**config.mk**
```make
export PLATFORM = sky130hd
export DESIGN_NAME = sri_core
export DESIGN_NICKNAME = d
export VERILOG_FILES = /design/src/inc/sri_pkg.sv /design/src/hw/sri_core.sv
export SDC_FILE = /design/constraint.sdc
export NUM_CORES = 1
export LEC_CHECK = 0
export ABC_CLOCK_PERIOD_IN_PS = 3800
export BUFFER_PORTS_ARGS = -buffer_cell sky130_fd_sc_hd__clkbuf_2
export CORE_ASPECT_RATIO = 0.75
export CORE_MARGIN = 2
export CORE_UTILIZATION = 27
export CTS_CLUSTER_DIAMETER = 40
export DETAILED_ROUTE_END_ITERATION = 6
export GPL_TIMING_DRIVEN = 0
export PLACE_DENSITY = 0.57
export SETUP_SLACK_MARGIN = 0.5
export SLEW_MARGIN = 15
export SYNTH_ARGS = -nofsm -noshare
export SYNTH_HDL_FRONTEND = slang
export SYNTH_SLANG_ARGS = --single-unit
```
**constraint.sdc**
```tcl
create_clock -name clk_i -period 3.8 [get_ports clk_i]
set_clock_uncertainty 0.15 [all_clocks]
set_input_delay 0.95 -clock clk_i [delete_from_list [all_inputs] [get_ports clk_i]]
set_output_delay 0.95 -clock clk_i [all_outputs]
set_load 0.02 [all_outputs]
```
**src/inc/sri_pkg.sv**
```systemverilog
// constants, field layouts and types for the spi register interface
// Functional notes
// - enable bit gates done, fault, overrun interrupt
// - enable resets low, pins free, cleared on fault
// - master bit drives clock, cleared on fault
// - polarity bit sets clock idle level
// - phase bit picks first or second capture edge
// - master clock divided per rate bits table
// - rate bits ignored in slave mode
// - done flag set per byte, status-then-data clear
// - data writes ignored while done until status read or write
// - write during transfer sets collision, transfer continues
// - byte ready while done set sets overrun
// - select low in master sets fault, status-then-control clear
// - output disable releases mosi or miso driver
// - select management uses internal bit, ignores pin
// - internal select bit zero means selected
// - data write loads shifter, starts master transfer
// - received byte copied to buffer, reads see buffer
// - reset clears upper control bits and status
// - fault blocks setting enable and master bits
// - on overrun buffer keeps first byte, later dropped
// - collision flag never raises interrupt
package sri_pkg;

   // register indices as printed, byte address is four times the index
   localparam logic [7:0] IDX_DATA = 8'h31;
   localparam logic [7:0] IDX_CTRL = 8'h32;
   localparam logic [7:0] IDX_STAT = 8'h33;
   localparam logic [9:0] ADDR_DATA = {IDX_DATA, 2'b00};
   localparam logic [9:0] ADDR_CTRL = {IDX_CTRL, 2'b00};
   localparam logic [9:0] ADDR_STAT = {IDX_STAT, 2'b00};

   // status register field positions
   localparam int STAT_DONE = 7;
   localparam int STAT_WRITE_COLLISION_FLAG = 6;
   localparam int STAT_OVR  = 5;
   localparam int STAT_MODE_FAULT_FLAG = 4;

   // reset values
   localparam logic [7:0] CTRL_RST = 8'h00;
   localparam logic [2:0] SW_STAT_RST = 3'h0;
   localparam logic [7:0] DATA_RST = 8'h00;

   // byte framing: last sck edge index and last sample index
   localparam logic [3:0] LAST_EDGE   = 4'hf;
   localparam logic [2:0] LAST_SAMPLE = 3'h7;

   // master half-period counts in cpu clocks, one per divide ratio
   localparam logic [6:0] HALF_DIV4   = 7'h02;
   localparam logic [6:0] HALF_DIV8   = 7'h04;
   localparam logic [6:0] HALF_DIV16  = 7'h08;
   localparam logic [6:0] HALF_DIV32  = 7'h10;
   localparam logic [6:0] HALF_DIV64  = 7'h20;
   localparam logic [6:0] HALF_DIV128 = 7'h40;

   // control register, field order matches the bit order 7..0
   typedef struct packed {
      logic       irq_en;      // interrupt_enable_bit
      logic       periph_en;   // peripheral_enable_bit
      logic       div_dis;     // divider_disable_bit
      logic       master;      // master_select_bit
      logic       clock_polarity_bit;        // clock_polarity_bit
      logic       clock_phase_bit;        // clock_phase_bit
      logic [1:0] rate;        // rate_select_bits
   } sri_ctrl_t;

   // software bits of the status register, bits 2..0
   typedef struct packed {
      logic out_dis;           // output_disable_bit
      logic sel_mgmt;          // select_management_bit
      logic sel_int;           // internal_select_bit
   } sri_swstat_t;

   // master sequencer states
   typedef enum logic [1:0] {
      ST_IDLE = 2'b00,
      ST_RUN  = 2'b01
   } sri_state_t;

endpackage

```
**src/hw/sri_core.sv**
```systemverilog
// spi peripheral with ahb-lite register slave and serial pin logic
`timescale 1ns/1ps
module sri_core
   import sri_pkg::*;
#(
   parameter int ADDR_W = 32                  // ahb address width
)(
   input  wire logic              clk_i,
   input  wire logic              sys_rst_i,
   // ahb-lite slave
   input  wire logic              hsel_i,
   input  wire logic [ADDR_W-1:0] haddr_i,
   input  wire logic [1:0]        htrans_i,
   input  wire logic              hwrite_i,
   input  wire logic [2:0]        hsize_i,
   input  wire logic [31:0]       hwdata_i,
   input  wire logic              hready_i,
   output logic      [31:0]       hrdata_o,
   output logic                   hreadyout_o,
   output logic                   hresp_o,
   // serial pins
   input  wire logic              sck_i,
   output logic                   sck_o,
   output logic                   sck_oe_o,
   input  wire logic              mosi_i,
   output logic                   mosi_o,
   output logic                   mosi_oe_o,
   input  wire logic              miso_i,
   output logic                   miso_o,
   output logic                   miso_oe_o,
   input  wire logic              ss_n_i,
   // interrupt request
   output logic                   irq_o
);

   // register state
   sri_ctrl_t   ctrl;                 // control register
   sri_swstat_t swst;                 // software part of status
   logic        done_flag;            // transfer_done_flag
   logic        write_collision_flag_flag;            // write_collision_flag
   logic        ovr_flag;             // overrun_flag
   logic        mode_fault_flag_flag;            // mode_fault_flag
   logic [7:0]  rx_buf;               // receive buffer seen by reads
   logic        td_seen;              // status accessed while done set
   logic        wc_seen;              // status read while collision set
   logic        mf_seen;              // status accessed while fault set

   // bus phase tracking
   logic        wr_pend;              // write data phase pending
   logic [9:0]  wr_addr;              // address of pending write
   logic        acc;                  // address phase accepted
   logic        rd_data, rd_stat;     // read strobes, address phase
   logic        stat_acc;             // status accessed (read or write)
   logic        wr_data, wr_ctrl, wr_stat;

   // synchronisers for pin inputs
   logic        sck_s1, sck_s2, sck_s3;
   logic        mosi_s1, mosi_s2;
   logic        miso_s1, miso_s2;
   logic        ss_s1, ss_s2;

   // shifter and sequencing
   sri_state_t  state;                // master sequencer
   logic [6:0]  div_cnt;              // half-period counter
   logic [6:0]  half;                 // selected half period
   logic [3:0]  edge_cnt;             // master sck edge count
   logic [2:0]  smp_cnt;              // bits sampled so far
   logic [7:0]  shreg;                // shift register
   logic        out_bit;              // bit presented on the output pin
   logic        msck;                 // master clock level
   logic        slv_busy;             // slave byte in flight
   logic        sel_n;                // effective slave select, low active
   logic        slv_act;              // slave enabled and selected
   logic        m_tick, edge_v, edge_lead, smp, shf;
   logic        rx_in, m_done, s_done, xfer_done, busy;
   logic        fault, wr_ok;
   logic [7:0]  next_shreg;
   logic [7:0]  rd_byte;
   logic        m_cap;                // master capture, one cycle late
   logic        m_fin;                // master byte end, one cycle after the last edge
   logic        cap;                  // shift-in strobe for either mode

   // zero-wait slave, always okay
   assign hreadyout_o = 1'b1;
   assign hresp_o     = 1'b0;

   // address phase decode; reads act here so data and side effect agree
   assign acc      = hsel_i & htrans_i[1] & hready_i;
   assign rd_data  = acc & ~hwrite_i & (haddr_i[9:0] == ADDR_DATA);
   assign rd_stat  = acc & ~hwrite_i & (haddr_i[9:0] == ADDR_STAT);
   assign wr_data  = wr_pend & (wr_addr == ADDR_DATA);
   assign wr_ctrl  = wr_pend & (wr_addr == ADDR_CTRL);
   assign wr_stat  = wr_pend & (wr_addr == ADDR_STAT);
   assign stat_acc = rd_stat | wr_stat;

   // capture write address phase for the following data phase
   always_ff @(posedge clk_i)
   begin
      if (sys_rst_i)
      begin
         wr_pend <= 1'b0;
         wr_addr <= 10'h000;
      end
      else
      begin
         wr_pend <= acc & hwrite_i;
         wr_addr <= haddr_i[9:0];
      end
   end

   // read mux; reserved bit 3 and unmapped addresses read zero
   always_comb
   begin
      rd_byte = 8'h00;
      if (haddr_i[9:0] == ADDR_DATA)
         rd_byte = rx_buf;
      else if (haddr_i[9:0] == ADDR_CTRL)
         rd_byte = ctrl;
      else if (haddr_i[9:0] == ADDR_STAT)
         rd_byte = {done_flag, write_collision_flag_flag, ovr_flag, mode_fault_flag_flag, 1'b0, swst};
   end

   // read data register, loaded at the address phase
   always_ff @(posedge clk_i)
   begin
      if (sys_rst_i)
         hrdata_o <= 32'h0000_0000;
      else if (acc & ~hwrite_i)
         hrdata_o <= {24'h00_0000, rd_byte};
   end

   // two-flop synchronisers; sck gets a third stage for edge detect
   always_ff @(posedge clk_i)
   begin
      if (sys_rst_i)
      begin
         {sck_s1, sck_s2, sck_s3} <= 3'h0;
         {mosi_s1, mosi_s2}       <= 2'h0;
         {miso_s1, miso_s2}       <= 2'h0;
         {ss_s1, ss_s2}           <= 2'h3;
      end
      else
      begin
         {sck_s1, sck_s2, sck_s3} <= {sck_i, sck_s1, sck_s2};
         {mosi_s1, mosi_s2}       <= {mosi_i, mosi_s1};
         {miso_s1, miso_s2}       <= {miso_i, miso_s1};
         {ss_s1, ss_s2}           <= {ss_n_i, ss_s1};
      end
   end

   // select source: internal bit or pin, low means selected
   assign sel_n   = swst.sel_mgmt ? swst.sel_int : ss_s2;
   assign slv_act = ctrl.periph_en & ~ctrl.master & ~sel_n;
   assign fault   = ctrl.periph_en & ctrl.master & ~sel_n;

   // baud table; only the master sequencer reads it
   always_comb
   begin
      case ({ctrl.div_dis, ctrl.rate})
         3'b100:  half = HALF_DIV4;
         3'b000:  half = HALF_DIV8;
         3'b001:  half = HALF_DIV16;
         3'b101:  half = HALF_DIV8;
         3'b110:  half = HALF_DIV32;
         3'b010:  half = HALF_DIV64;
         3'b011:  half = HALF_DIV128;
         default: half = HALF_DIV64;
      endcase
   end

   // edge source: own divider in master, synced pin edges in slave
   assign m_tick = (state == ST_RUN) & (div_cnt == half - 7'd1);
   always_comb
   begin
      if (ctrl.master)
      begin
         edge_v    = m_tick;
         edge_lead = (msck == ctrl.clock_polarity_bit);
      end
      else
      begin
         edge_v    = slv_act & (sck_s2 ^ sck_s3);
         edge_lead = (sck_s2 != ctrl.clock_polarity_bit);
      end
   end

   // phase 0 samples on leading edges, phase 1 on trailing
   assign smp   = edge_v & (edge_lead ^ ctrl.clock_phase_bit);
   assign shf   = edge_v & ~(edge_lead ^ ctrl.clock_phase_bit);
   assign rx_in = ctrl.master ? miso_s2 : mosi_s2;
   // master miso crosses two flops, so at /4 the bit launched on the
   // trailing edge is only visible one cycle after the next tick
   assign cap        = ctrl.master ? m_cap : smp;
   assign next_shreg = cap ? {shreg[6:0], rx_in} : shreg;

   // delayed master capture and byte end
   always_ff @(posedge clk_i)
   begin
      if (sys_rst_i)
      begin
         m_cap <= 1'b0;
         m_fin <= 1'b0;
      end
      else
      begin
         m_cap <= smp & ctrl.master & (state == ST_RUN);
         m_fin <= m_done;
      end
   end

   // byte ends on the last master edge, or eighth slave sample
   assign m_done    = m_tick & (edge_cnt == LAST_EDGE) & ~fault;
   assign s_done    = ~ctrl.master & smp & (smp_cnt == LAST_SAMPLE);
   assign xfer_done = m_fin | s_done;
   assign busy      = (state == ST_RUN) | slv_busy | m_fin;
   assign wr_ok     = wr_data & ~busy & ~(done_flag & ~td_seen);

   // master sequencer and sck generator
   always_ff @(posedge clk_i)
   begin
      if (sys_rst_i)
      begin
         state    <= ST_IDLE;
         div_cnt  <= 7'h00;
         edge_cnt <= 4'h0;
         msck     <= 1'b0;
      end
      else
      begin
         case (state)
            ST_IDLE:
            begin
               msck     <= ctrl.clock_polarity_bit;
               div_cnt  <= 7'h00;
               edge_cnt <= 4'h0;
               // a data write in master mode starts the byte
               if (wr_ok & ctrl.master & ctrl.periph_en & ~fault)
                  state <= ST_RUN;
            end
            ST_RUN:
            begin
               if (fault | ~ctrl.master)
                  state <= ST_IDLE;
               else if (m_tick)
               begin
                  div_cnt  <= 7'h00;
                  msck     <= ~msck;
                  edge_cnt <= edge_cnt + 4'h1;
                  if (edge_cnt == LAST_EDGE)
                     state <= ST_IDLE;
               end
               else
                  div_cnt <= div_cnt + 7'h01;
            end
            default: state <= ST_IDLE;
         endcase
      end
   end

   // slave byte tracking; deselect aborts and restarts framing
   always_ff @(posedge clk_i)
   begin
      if (sys_rst_i)
         slv_busy <= 1'b0;
      else if (~slv_act | s_done)
         slv_busy <= 1'b0;
      else if (edge_v)
         slv_busy <= 1'b1;
   end

   // shift register, sample counter and output bit
   always_ff @(posedge clk_i)
   begin
      if (sys_rst_i)
      begin
         shreg   <= DATA_RST;
         smp_cnt <= 3'h0;
         out_bit <= 1'b0;
      end
      else if (wr_ok)
      begin
         shreg   <= hwdata_i[7:0];
         out_bit <= hwdata_i[7];
         smp_cnt <= 3'h0;
      end
      else
      begin
         shreg <= next_shreg;
         if (shf)
            out_bit <= shreg[7];
         if (xfer_done | (~ctrl.master & ~slv_act) | (state == ST_IDLE & ctrl.master))
            smp_cnt <= 3'h0;
         else if (smp)
            smp_cnt <= smp_cnt + 3'h1;
      end
   end

   // receive buffer: only loaded when no earlier byte is pending
   always_ff @(posedge clk_i)
   begin
      if (sys_rst_i)
         rx_buf <= DATA_RST;
      else if (xfer_done & ~done_flag)
         rx_buf <= next_shreg;
   end

   // control register; fault clears enable and master, wins over writes
   always_ff @(posedge clk_i)
   begin
      if (sys_rst_i)
         ctrl <= CTRL_RST;
      else
      begin
         if (wr_ctrl)
         begin
            ctrl <= sri_ctrl_t'(hwdata_i[7:0]);
            // while faulted these two cannot be set outside clearing
            ctrl.periph_en <= hwdata_i[6] & (~mode_fault_flag_flag | mf_seen);
            ctrl.master    <= hwdata_i[4] & (~mode_fault_flag_flag | mf_seen);
         end
         if (fault)
         begin
            ctrl.periph_en <= 1'b0;
            ctrl.master    <= 1'b0;
         end
      end
   end

   // software bits of status; bit 3 is not stored
   always_ff @(posedge clk_i)
   begin
      if (sys_rst_i)
         swst <= SW_STAT_RST;
      else if (wr_stat)
         swst <= sri_swstat_t'(hwdata_i[2:0]);
   end

   // transfer done flag; a new byte wins over the clear
   always_ff @(posedge clk_i)
   begin
      if (sys_rst_i)
      begin
         done_flag <= 1'b0;
         td_seen   <= 1'b0;
      end
      else if (xfer_done)
      begin
         done_flag <= 1'b1;
         td_seen   <= td_seen & done_flag;
      end
      else if (done_flag & td_seen & (rd_data | wr_data))
      begin
         done_flag <= 1'b0;
         td_seen   <= 1'b0;
      end
      else if (done_flag & stat_acc)
         td_seen <= 1'b1;
   end

   // write collision flag; status only
   always_ff @(posedge clk_i)
   begin
      if (sys_rst_i)
      begin
         write_collision_flag_flag <= 1'b0;
         wc_seen   <= 1'b0;
      end
      else if (wr_data & busy)
         write_collision_flag_flag <= 1'b1;
      else if (write_collision_flag_flag & wc_seen & rd_data)
      begin
         write_collision_flag_flag <= 1'b0;
         wc_seen   <= 1'b0;
      end
      else if (write_collision_flag_flag & rd_stat)
         wc_seen <= 1'b1;
   end

   // overrun flag; cleared by a status read, a new overrun wins
   always_ff @(posedge clk_i)
   begin
      if (sys_rst_i)
         ovr_flag <= 1'b0;
      else if (xfer_done & done_flag)
         ovr_flag <= 1'b1;
      else if (rd_stat)
         ovr_flag <= 1'b0;
   end

   // mode fault flag and its two-step clearing
   always_ff @(posedge clk_i)
   begin
      if (sys_rst_i)
      begin
         mode_fault_flag_flag <= 1'b0;
         mf_seen   <= 1'b0;
      end
      else if (fault)
      begin
         mode_fault_flag_flag <= 1'b1;
         mf_seen   <= 1'b0;
      end
      else if (mode_fault_flag_flag & mf_seen & wr_ctrl)
      begin
         mode_fault_flag_flag <= 1'b0;
         mf_seen   <= 1'b0;
      end
      else if (mode_fault_flag_flag & stat_acc)
         mf_seen <= 1'b1;
   end

   // collision is deliberately not an interrupt source
   assign irq_o = ctrl.irq_en & (done_flag | mode_fault_flag_flag | ovr_flag);

   // pin drivers; enables released while the peripheral is off
   assign sck_o     = msck;
   assign sck_oe_o  = ctrl.periph_en & ctrl.master;
   assign mosi_o    = out_bit;
   assign mosi_oe_o = ctrl.periph_en & ctrl.master & ~swst.out_dis;
   assign miso_o    = out_bit;
   assign miso_oe_o = slv_act & ~swst.out_dis;

   // checks
   a_irq_on_done: assert property (@(posedge clk_i) disable iff (sys_rst_i)
      xfer_done && ctrl.irq_en && !wr_ctrl |=> irq_o)
      else $error("done with irq enabled gave no request");
   a_fault_drops_mode: assert property (@(posedge clk_i) disable iff (sys_rst_i)
      fault |=> mode_fault_flag_flag && !ctrl.periph_en && !ctrl.master)
      else $error("fault did not clear enable and master");
   a_div4_byte_len: assert property (@(posedge clk_i) disable iff (sys_rst_i)
      $rose(state == ST_RUN) && half == HALF_DIV4 && $stable(half)
      |-> (!fault)[*1] ##31 (m_done || fault))
      else $error("divide by four byte not 16 edges");
   a_done_sets_flag: assert property (@(posedge clk_i) disable iff (sys_rst_i)
      xfer_done |=> done_flag)
      else $error("transfer done flag not set");
   a_blocked_write: assert property (@(posedge clk_i) disable iff (sys_rst_i)
      wr_data && done_flag && !td_seen && state == ST_IDLE |=> state == ST_IDLE)
      else $error("write started a byte while done was pending");
   a_write_collision_flag_busy: assert property (@(posedge clk_i) disable iff (sys_rst_i)
      wr_data && busy |=> write_collision_flag_flag && ($stable(shreg[6:0]) || $past(cap)))
      else $error("collision not flagged");
   a_ovr_keeps_buf: assert property (@(posedge clk_i) disable iff (sys_rst_i)
      xfer_done && done_flag |=> ovr_flag && $stable(rx_buf))
      else $error("overrun lost flag or buffer");
   a_ovr_read_clear: assert property (@(posedge clk_i) disable iff (sys_rst_i)
      rd_stat && !xfer_done |=> !ovr_flag)
      else $error("status read did not clear overrun");
   a_fault_refuse: assert property (@(posedge clk_i) disable iff (sys_rst_i)
      wr_ctrl && mode_fault_flag_flag && !mf_seen |=> !ctrl.periph_en && !ctrl.master)
      else $error("enable set while fault pending");
   a_sck_idle: assert property (@(posedge clk_i) disable iff (sys_rst_i)
      state == ST_IDLE && $past(state) == ST_IDLE && $stable(ctrl.clock_polarity_bit)
      |-> sck_o == ctrl.clock_polarity_bit)
      else $error("sck not at idle level");

   c_master_byte: cover property (@(posedge clk_i) disable iff (sys_rst_i) m_done);
   c_slave_byte:  cover property (@(posedge clk_i) disable iff (sys_rst_i) s_done);
   c_overrun:     cover property (@(posedge clk_i) disable iff (sys_rst_i) $rose(ovr_flag));
   c_mode_fault:  cover property (@(posedge clk_i) disable iff (sys_rst_i) $rose(mode_fault_flag_flag));

endmodule

```
==> results of run 1 <==
-- power breakdown --
group | internal, mW | leakage [nW] | switching [mW]
clock | 0.507 | 0.138 | 0.358
sequential | 0.870 | 0.665 | 0.00370
combinational | 0.0424 | 1.10 | 0.0635
total | 1.42 | 1.90 | 0.425
-- critical path: cells and delay by family, from the launching register on --
family,cells,cell delay [ns]
AO/OA/AOI/OAI,1,0.25
XOR/XNOR,1,0.14
adder cells (fa/ha/maj),1,0.31
buffers and inverters,2,0.30
flip-flops,1,0.29
AND/OR/NAND/NOR,6,1.58
-- through the flow --
stage	util	instance area (sq um)	power (mW)	hold WS [ns]	setup WS, ns
after floorplan	-	4110	0.964	0.239	0.834
after global placement	0.315	4570	0.996	0.250	0.690
after detailed placement	0.315	4570	0.997	0.253	0.639
after CTS	0.336	4870	1.87	0.268	0.572
after global routing	0.337	4880	1.91	0.275	0.541
final	0.337	4880	1.84	0.267	0.659
-- layout by cell type, fill, tap and decap left out, types with 6 or more instances in the layout --
| master | instances |
|---|---|
| dfxtp_1 | 82 |
| nor2_1 | 63 |
| nand2_1 | 48 |
| clkbuf_2 | 43 |
| buf_4 | 30 |
| a21oi_1 | 28 |
| conb_1 | 26 |
| nor3_1 | 21 |
| nor2b_1 | 20 |
| clkbuf_1 | 13 |
| mux2_2 | 12 |
| o21ai_0 | 11 |
| inv_1 | 10 |
| mux2i_1 | 10 |
| xnor2_1 | 9 |
| clkbuf_16 | 9 |
| nand2b_1 | 8 |
| nand3_1 | 7 |
| a22oi_1 | 7 |
| or2_2 | 6 |
-- metal layers --
layer	GRT usage	part of all wire	vias to the layer above	routed length (um)
li1	-	-	1715	-
met1	0.184	0.51	1565	5190
met2	0.203	0.43	79	4370
met3	0.0390	0.062	4	637
met4	0.0368	0.0026	0	27
met5	0	0	-	0
-- area by class of cell --
cell class / count / area (sq um)
clock inverter: 6 / 67.6
clock buffer: 9 / 225
tap: 200 / 250
multi-input combinational: 352 / 2120
buffer: 50 / 329
fill: 1536 / 9620
timing repair buffer: 43 / 218
sequential: 82 / 1640
inverter: 10 / 37.5
-- state kept, by name, indices dropped and copies added (netlist names), 3 cells and up --
| register | count |
|---|---|
| edge_cnt | 4 |
| smp_cnt | 3 |
| shreg | 8 |
| swst | 3 |
| rx_buf | 8 |
| hrdata_o | 8 |
| div_cnt | 7 |
| wr_addr | 10 |
| ctrl | 8 |
-- worst paths after layout --
check | from | to | slack, ns
worst min-delay path | ss_s1 | ss_s2 | 0.27
worst max register to register | ctrl[0] | miso_o | 0.66
worst min register to register | ss_s1 | ss_s2 | 0.27
worst max-delay path | ctrl[0] | miso_o | 0.66
-- cell families (layout without fill, tap and decap cells) --
family,Yosys count,count (layout)
buffers and inverters,60,118
DFF,82,82
adders and majority gates,5,5
AOI/OAI and AO/OA,80,80
and+or+nand+nor,207,207
other,2,26
xor gates and xnor gates,12,12
muxes,22,22
-- repair_timing --
action / CTS / global route
buffers inserted: 0 / 1
setup endpoints to repair: 0 / 2
gates resized for setup: 0 / 2
hold endpoints to repair: 0 / 0
==> flow_summary.json, run 1 <==
{
  "worst_ep_arrival_time_ns": 3.22,
  "setup_viol": 0,
  "cts_hold_buf": 0,
  "insertedDiodeCount": 0,
  "fin_crit_sh": 0.827,
  "synth_cell_types": 62,
  "hold_path_class": "flop to flop",
  "wl_um": 10200,
  "max_stage_delay_ns": 0.51,
  "drv_cap": 0,
  "dp_cells": 736,
  "coreArea_sq_mm": 0.0145,
  "grt_use_total": 0.133,
  "drt-initial-drc-count": 301,
  "stdcell_count": 752,
  "drt_first_pass_iters": 4,
  "synth_top_cells_by_area": "dfxtp_1 41%, nor2_1 5.9%, buf_4 5.4%, nand2_1 4.5%, a21oi_1 3.5%",
  "ys.flop_type": "dfxtp_1",
  "p_leak_nw": 1.90,
  "path_class": "flop to flop",
  "syn_avg_cell_area_sq_um": 8.56,
  "path_cells": "buf_4 > and2b_1 > nand2_1 > ha_1 > xor2_1 > nand4b_1 > or2_2 > o31a_1 > buf_6 > or4b_1 > and3_1",
  "die_h_um": 110,
  "synth_edf_count": 0,
  "path_max_fanout": 10,
  "start_util": 0.277,
  "place.gp.congestion": 0.827,
  "irDropWorstVdd_uv": 214,
  "clkSinkCount": 82,
  "synthMuxAreaShare": 0.0585,
  "antenna_found_initial": 0,
  "die_width_um": 145,
  "slew_viol_final": 0,
  "synthesis.area_sq_mm": 0.00402,
  "hpwl_um": 7760,
  "clock_path_buffers": 2,
  "synth_top_family_by_area": "simple AND/OR/NAND/NOR gates",
  "hold_viol": 0,
  "final.setup.tns_ns": 0,
  "areaGrowthSynthToFinish_pct": 21.4,
  "fmax_mhz": 318,
  "pwr_density_cell_mw_per_mm2": 377,
  "grt_max_degree": 15,
  "yosys.area_share.adder": 0.0156,
  "num_vias": 3363,
  "ys_seq_elements": 82,
  "ys_seq_area_frac": 0.408,
  "globalRouteOverflowTotal": 0,
  "synth_commonest_cells": "82 x dfxtp_1, 63 x nor2_1, 48 x nand2_1",
  "fin_crit_ns": 3.14,
  "yosys.area_share.simple": 0.259,
  "clkTransAtPathRegs_ns": 0.06,
  "reg2regPathDepth": 11,
  "nets": 631,
  "clock_latency_ns": 0.34,
  "status": "finished clean",
  "io-pin-count": 119,
  "grt_setup_unrepaired": "no",
  "synthXorXnorAreaFrac": 0.0299,
  "required_ns": 3.88,
  "synth_compound_area_frac": 0.136,
  "rows": 38,
  "synth_top_cell_area_share": 0.408,
  "tightest_slew_ns": 1.16,
  "drive_above_1_share": 0.217,
  "hold_path_depth": 1,
  "yosysMostFrequentCell": "dfxtp_1",
  "crit_slowest_cell": "or4b_1",
  "cts_htree_levels": 3,
  "synthArstFlopShare": 0,
  "yosysWarnings": 0,
  "syn_inst": 470,
  "drtAntennaViolNets": 0,
  "yosysTopAreaCell": "dfxtp_1",
  "crit_path_end_kind": "flop",
  "cts_made_buffers": 9,
  "dieArea_sq_mm": 0.0159,
  "grt_pass1_vias": 3192,
  "via_per_inst": 4.47,
  "wl_per_cell_um": 13.6,
  "remaining_drc_errors": 0,
  "start_kind": "flop",
  "cts_root_buffer": "clkbuf_16",
  "cts_tree": "done",
  "grt_first_pass_wirelength_um": 16400,
  "max_slew_margin": 0.220,
  "io_buffers": 42
}
(Power assumes the default switching activity.)
==> run 2, diff against run 1 <==
--- a/config.mk
+++ b/config.mk
@@ -5,7 +5,7 @@
 export SDC_FILE = /design/constraint.sdc
 export NUM_CORES = 1
 export LEC_CHECK = 0
-export ABC_CLOCK_PERIOD_IN_PS = 3800
+export ABC_CLOCK_PERIOD_IN_PS = 2600
 export BUFFER_PORTS_ARGS = -buffer_cell sky130_fd_sc_hd__clkbuf_2
 export CORE_ASPECT_RATIO = 0.75
 export CORE_MARGIN = 2
@@ -13,7 +13,7 @@
 export CTS_CLUSTER_DIAMETER = 40
 export DETAILED_ROUTE_END_ITERATION = 6
 export GPL_TIMING_DRIVEN = 0
-export PLACE_DENSITY = 0.57
+export PLACE_DENSITY = 0.59
 export SETUP_SLACK_MARGIN = 0.5
 export SLEW_MARGIN = 15
 export SYNTH_ARGS = -nofsm -noshare
==> constraint.sdc (replaced) <==
create_clock -name clk_i -period 2.6 [get_ports clk_i]
set_clock_uncertainty 0.15 [all_clocks]
set_input_delay 0.65 -clock clk_i [delete_from_list [all_inputs] [get_ports clk_i]]
set_output_delay 0.65 -clock clk_i [all_outputs]
set_load 0.02 [all_outputs]
==> flow_summary.json, run 2 (synthesis gave the netlist of run 1 again) <==
{
  "status": "complete, but fails checks",
  "violations": "setup timing",
  "p_sw_frac": 0.214,
  "power_switching_uw": 619,
  "pwr_density_cell_mw_per_mm2": 516,
  "place.gp.congestion": 0.795,
  "final.setup.tns_ns": -0.882,
  "hold_viol": 0,
  "fin_total_pwr_mw": 2.90,
  "dp_slack_ns": -0.479,
  "areaGrowthSynthToFinish_pct": 39.6,
  "path_class": "flop to flop",
  "pwr-share-clk": 0.503,
  "largest_reg_flops": 10,
  "worst_ep_arrival_time_ns": 2.87,
  "n_fill_cell": 1442,
  "fin_crit_sh": 1.07,
  "seq_power_share": 0.441,
  "place_area_sq_mm": 0.00463,
  "path_max_fanout": 5,
  "crit_path_end_kind": "flop",
  "max_slew_margin": 0.357,
  "wl_per_cell_um": 14.1,
  "required_ns": 2.68,
  "clkSinkCount": 82,
  "start_util": 0.277,
  "drt-initial-drc-count": 235,
  "critPathLaunch": "ctrl[5]",
  "setup_viol": 13,
  "r2r_start": "ctrl[5]",
  "fin_util": 0.387,
  "dp_cells": 736,
  "dieArea_sq_mm": 0.0159,
  "p_leak_nw": 2.18,
  "coreArea_sq_mm": 0.0145,
  "internal_power_mw": 2.28,
  "grt_use_total": 0.139,
  "irDropWorstVdd_uv": 307,
  "cts_hold_buf": 0,
  "die_h_um": 110,
  "slew_viol_final": 0,
  "wl_um": 11000,
  "clock_latency_ns": 0.34,
  "start_kind": "flop",
  "top_register": "wr_addr",
  "io_buffers": 42,
  "rows": 38,
  "globalRouteOverflowTotal": 0,
  "hold_path_class": "flop to flop",
  "insertedDiodeCount": 0,
  "io-pin-count": 119,
  "seqCellArea_sq_mm": 0.00165,
  "antenna_found_initial": 0,
  "nets": 657,
  "cts_htree_levels": 3,
  "die_width_um": 145,
  "clock_path_buffers": 2,
  "fin_crit_ns": 2.78,
  "cts_root_buffer": "clkbuf_16",
  "grt_first_pass_wirelength_um": 17300,
  "num_vias": 3537,
  "final_cell_mix": "76 x dfxtp_1, 52 x nor2_1, 45 x buf_4",
  "whs_ns": 0.261,
  "clkTransAtPathRegs_ns": 0.06,
  "worst_slack_ns": -0.184,
  "worstHoldStart": "ss_s1",
  "stdcell_count": 779,
  "drive_above_1_share": 0.358,
  "grt_setup_unrepaired": "yes",
  "fmax_mhz": 359,
  "drv_cap": 0,
  "via_per_inst": 4.54,
  "drtAntennaViolNets": 0,
  "cts_made_buffers": 9,
  "remaining_drc_errors": 0,
  "grt_max_degree": 15,
  "final_area_sq_mm": 0.00562,
  "layout_commonest_cell": "dfxtp_1",
  "tightest_slew_ns": 0.951,
  "drt_first_pass_iters": 5,
  "hpwl_um": 7710,
  "power_frac_comb": 0.056,
  "grt_pass1_vias": 3381,
  "multi_input_area_sq_mm": 0.00250,
  "cts_tree": "done"
}
run 2: cell types whose count changed in the layout (fill, tap and decap cells not counted), moves of 6 or more:
cell,previous run,this run
nor3_2,0,7
mux2_4,0,7
nor2_2,0,6
dfxtp_1,82,76
nor3_1,21,11
mux2_2,12,5
nor2_1,63,52
buf_4,30,45
buf_6,4,14
run 2: metal layers:
metal	vias up	GRT usage	share of wire
li1	1771	-	-
met1	1665	0.195	0.50
met2	92	0.214	0.44
met3	9	0.0349	0.054
met4	0	0.0368	0.0085
met5	-	0	0
run 2: power groups by stage:
stage / clock (mW) / sequential, mW / combinational [mW]
after detailed placement: 0 / 1.30 / 0.153
after floorplan: 0 / 1.30 / 0.107
final: 1.46 / 1.28 / 0.163
after global routing: 1.54 / 1.28 / 0.177
after CTS: 1.49 / 1.28 / 0.158
after global placement: 0 / 1.30 / 0.152
run 2: final cells by class:
| cell class | instances | area share |
|---|---|---|
| plain buffers | 50 | 0.0653 |
| clock buffers | 10 | 0.0408 |
| clock inverters | 6 | 0.0205 |
| inverters | 10 | 0.00668 |
| multi-input cells | 353 | 0.445 |
| flip-flops and latches | 82 | 0.294 |
| well taps | 200 | 0.0446 |
| repair buffers | 68 | 0.0836 |
run 2: what timing repair did:
item                                    in CTS  in global routing
pin swaps                                   35                 28
buffers inserted                            21                  5
gates cloned                                 1                  0
gates resized for setup                     54                 47
endpoints found under the hold margin        0                  0
endpoints found under the setup margin      50                 51
run 2: critical path: stages, from the launching register on:
cell and delay [ns]:
dfxtp_1 0.30, clkbuf_8 0.14, xnor2_2 0.15, nand2_1 0.11
ha_4 0.28, xor2_1 0.14, nand4b_1 0.17, or2_4 0.27
o31a_1 0.24, buf_6 0.13, or4b_1 0.44, and3_1 0.15
run 2: final timing paths:
path	endpoint	slack, ns	cells past startpoint
worst max-delay path	miso_o	-0.18	11
worst min-delay path	ss_s2	0.26	1
worst max register to register	miso_o	-0.18	11
worst min register to register	ss_s2	0.26	1
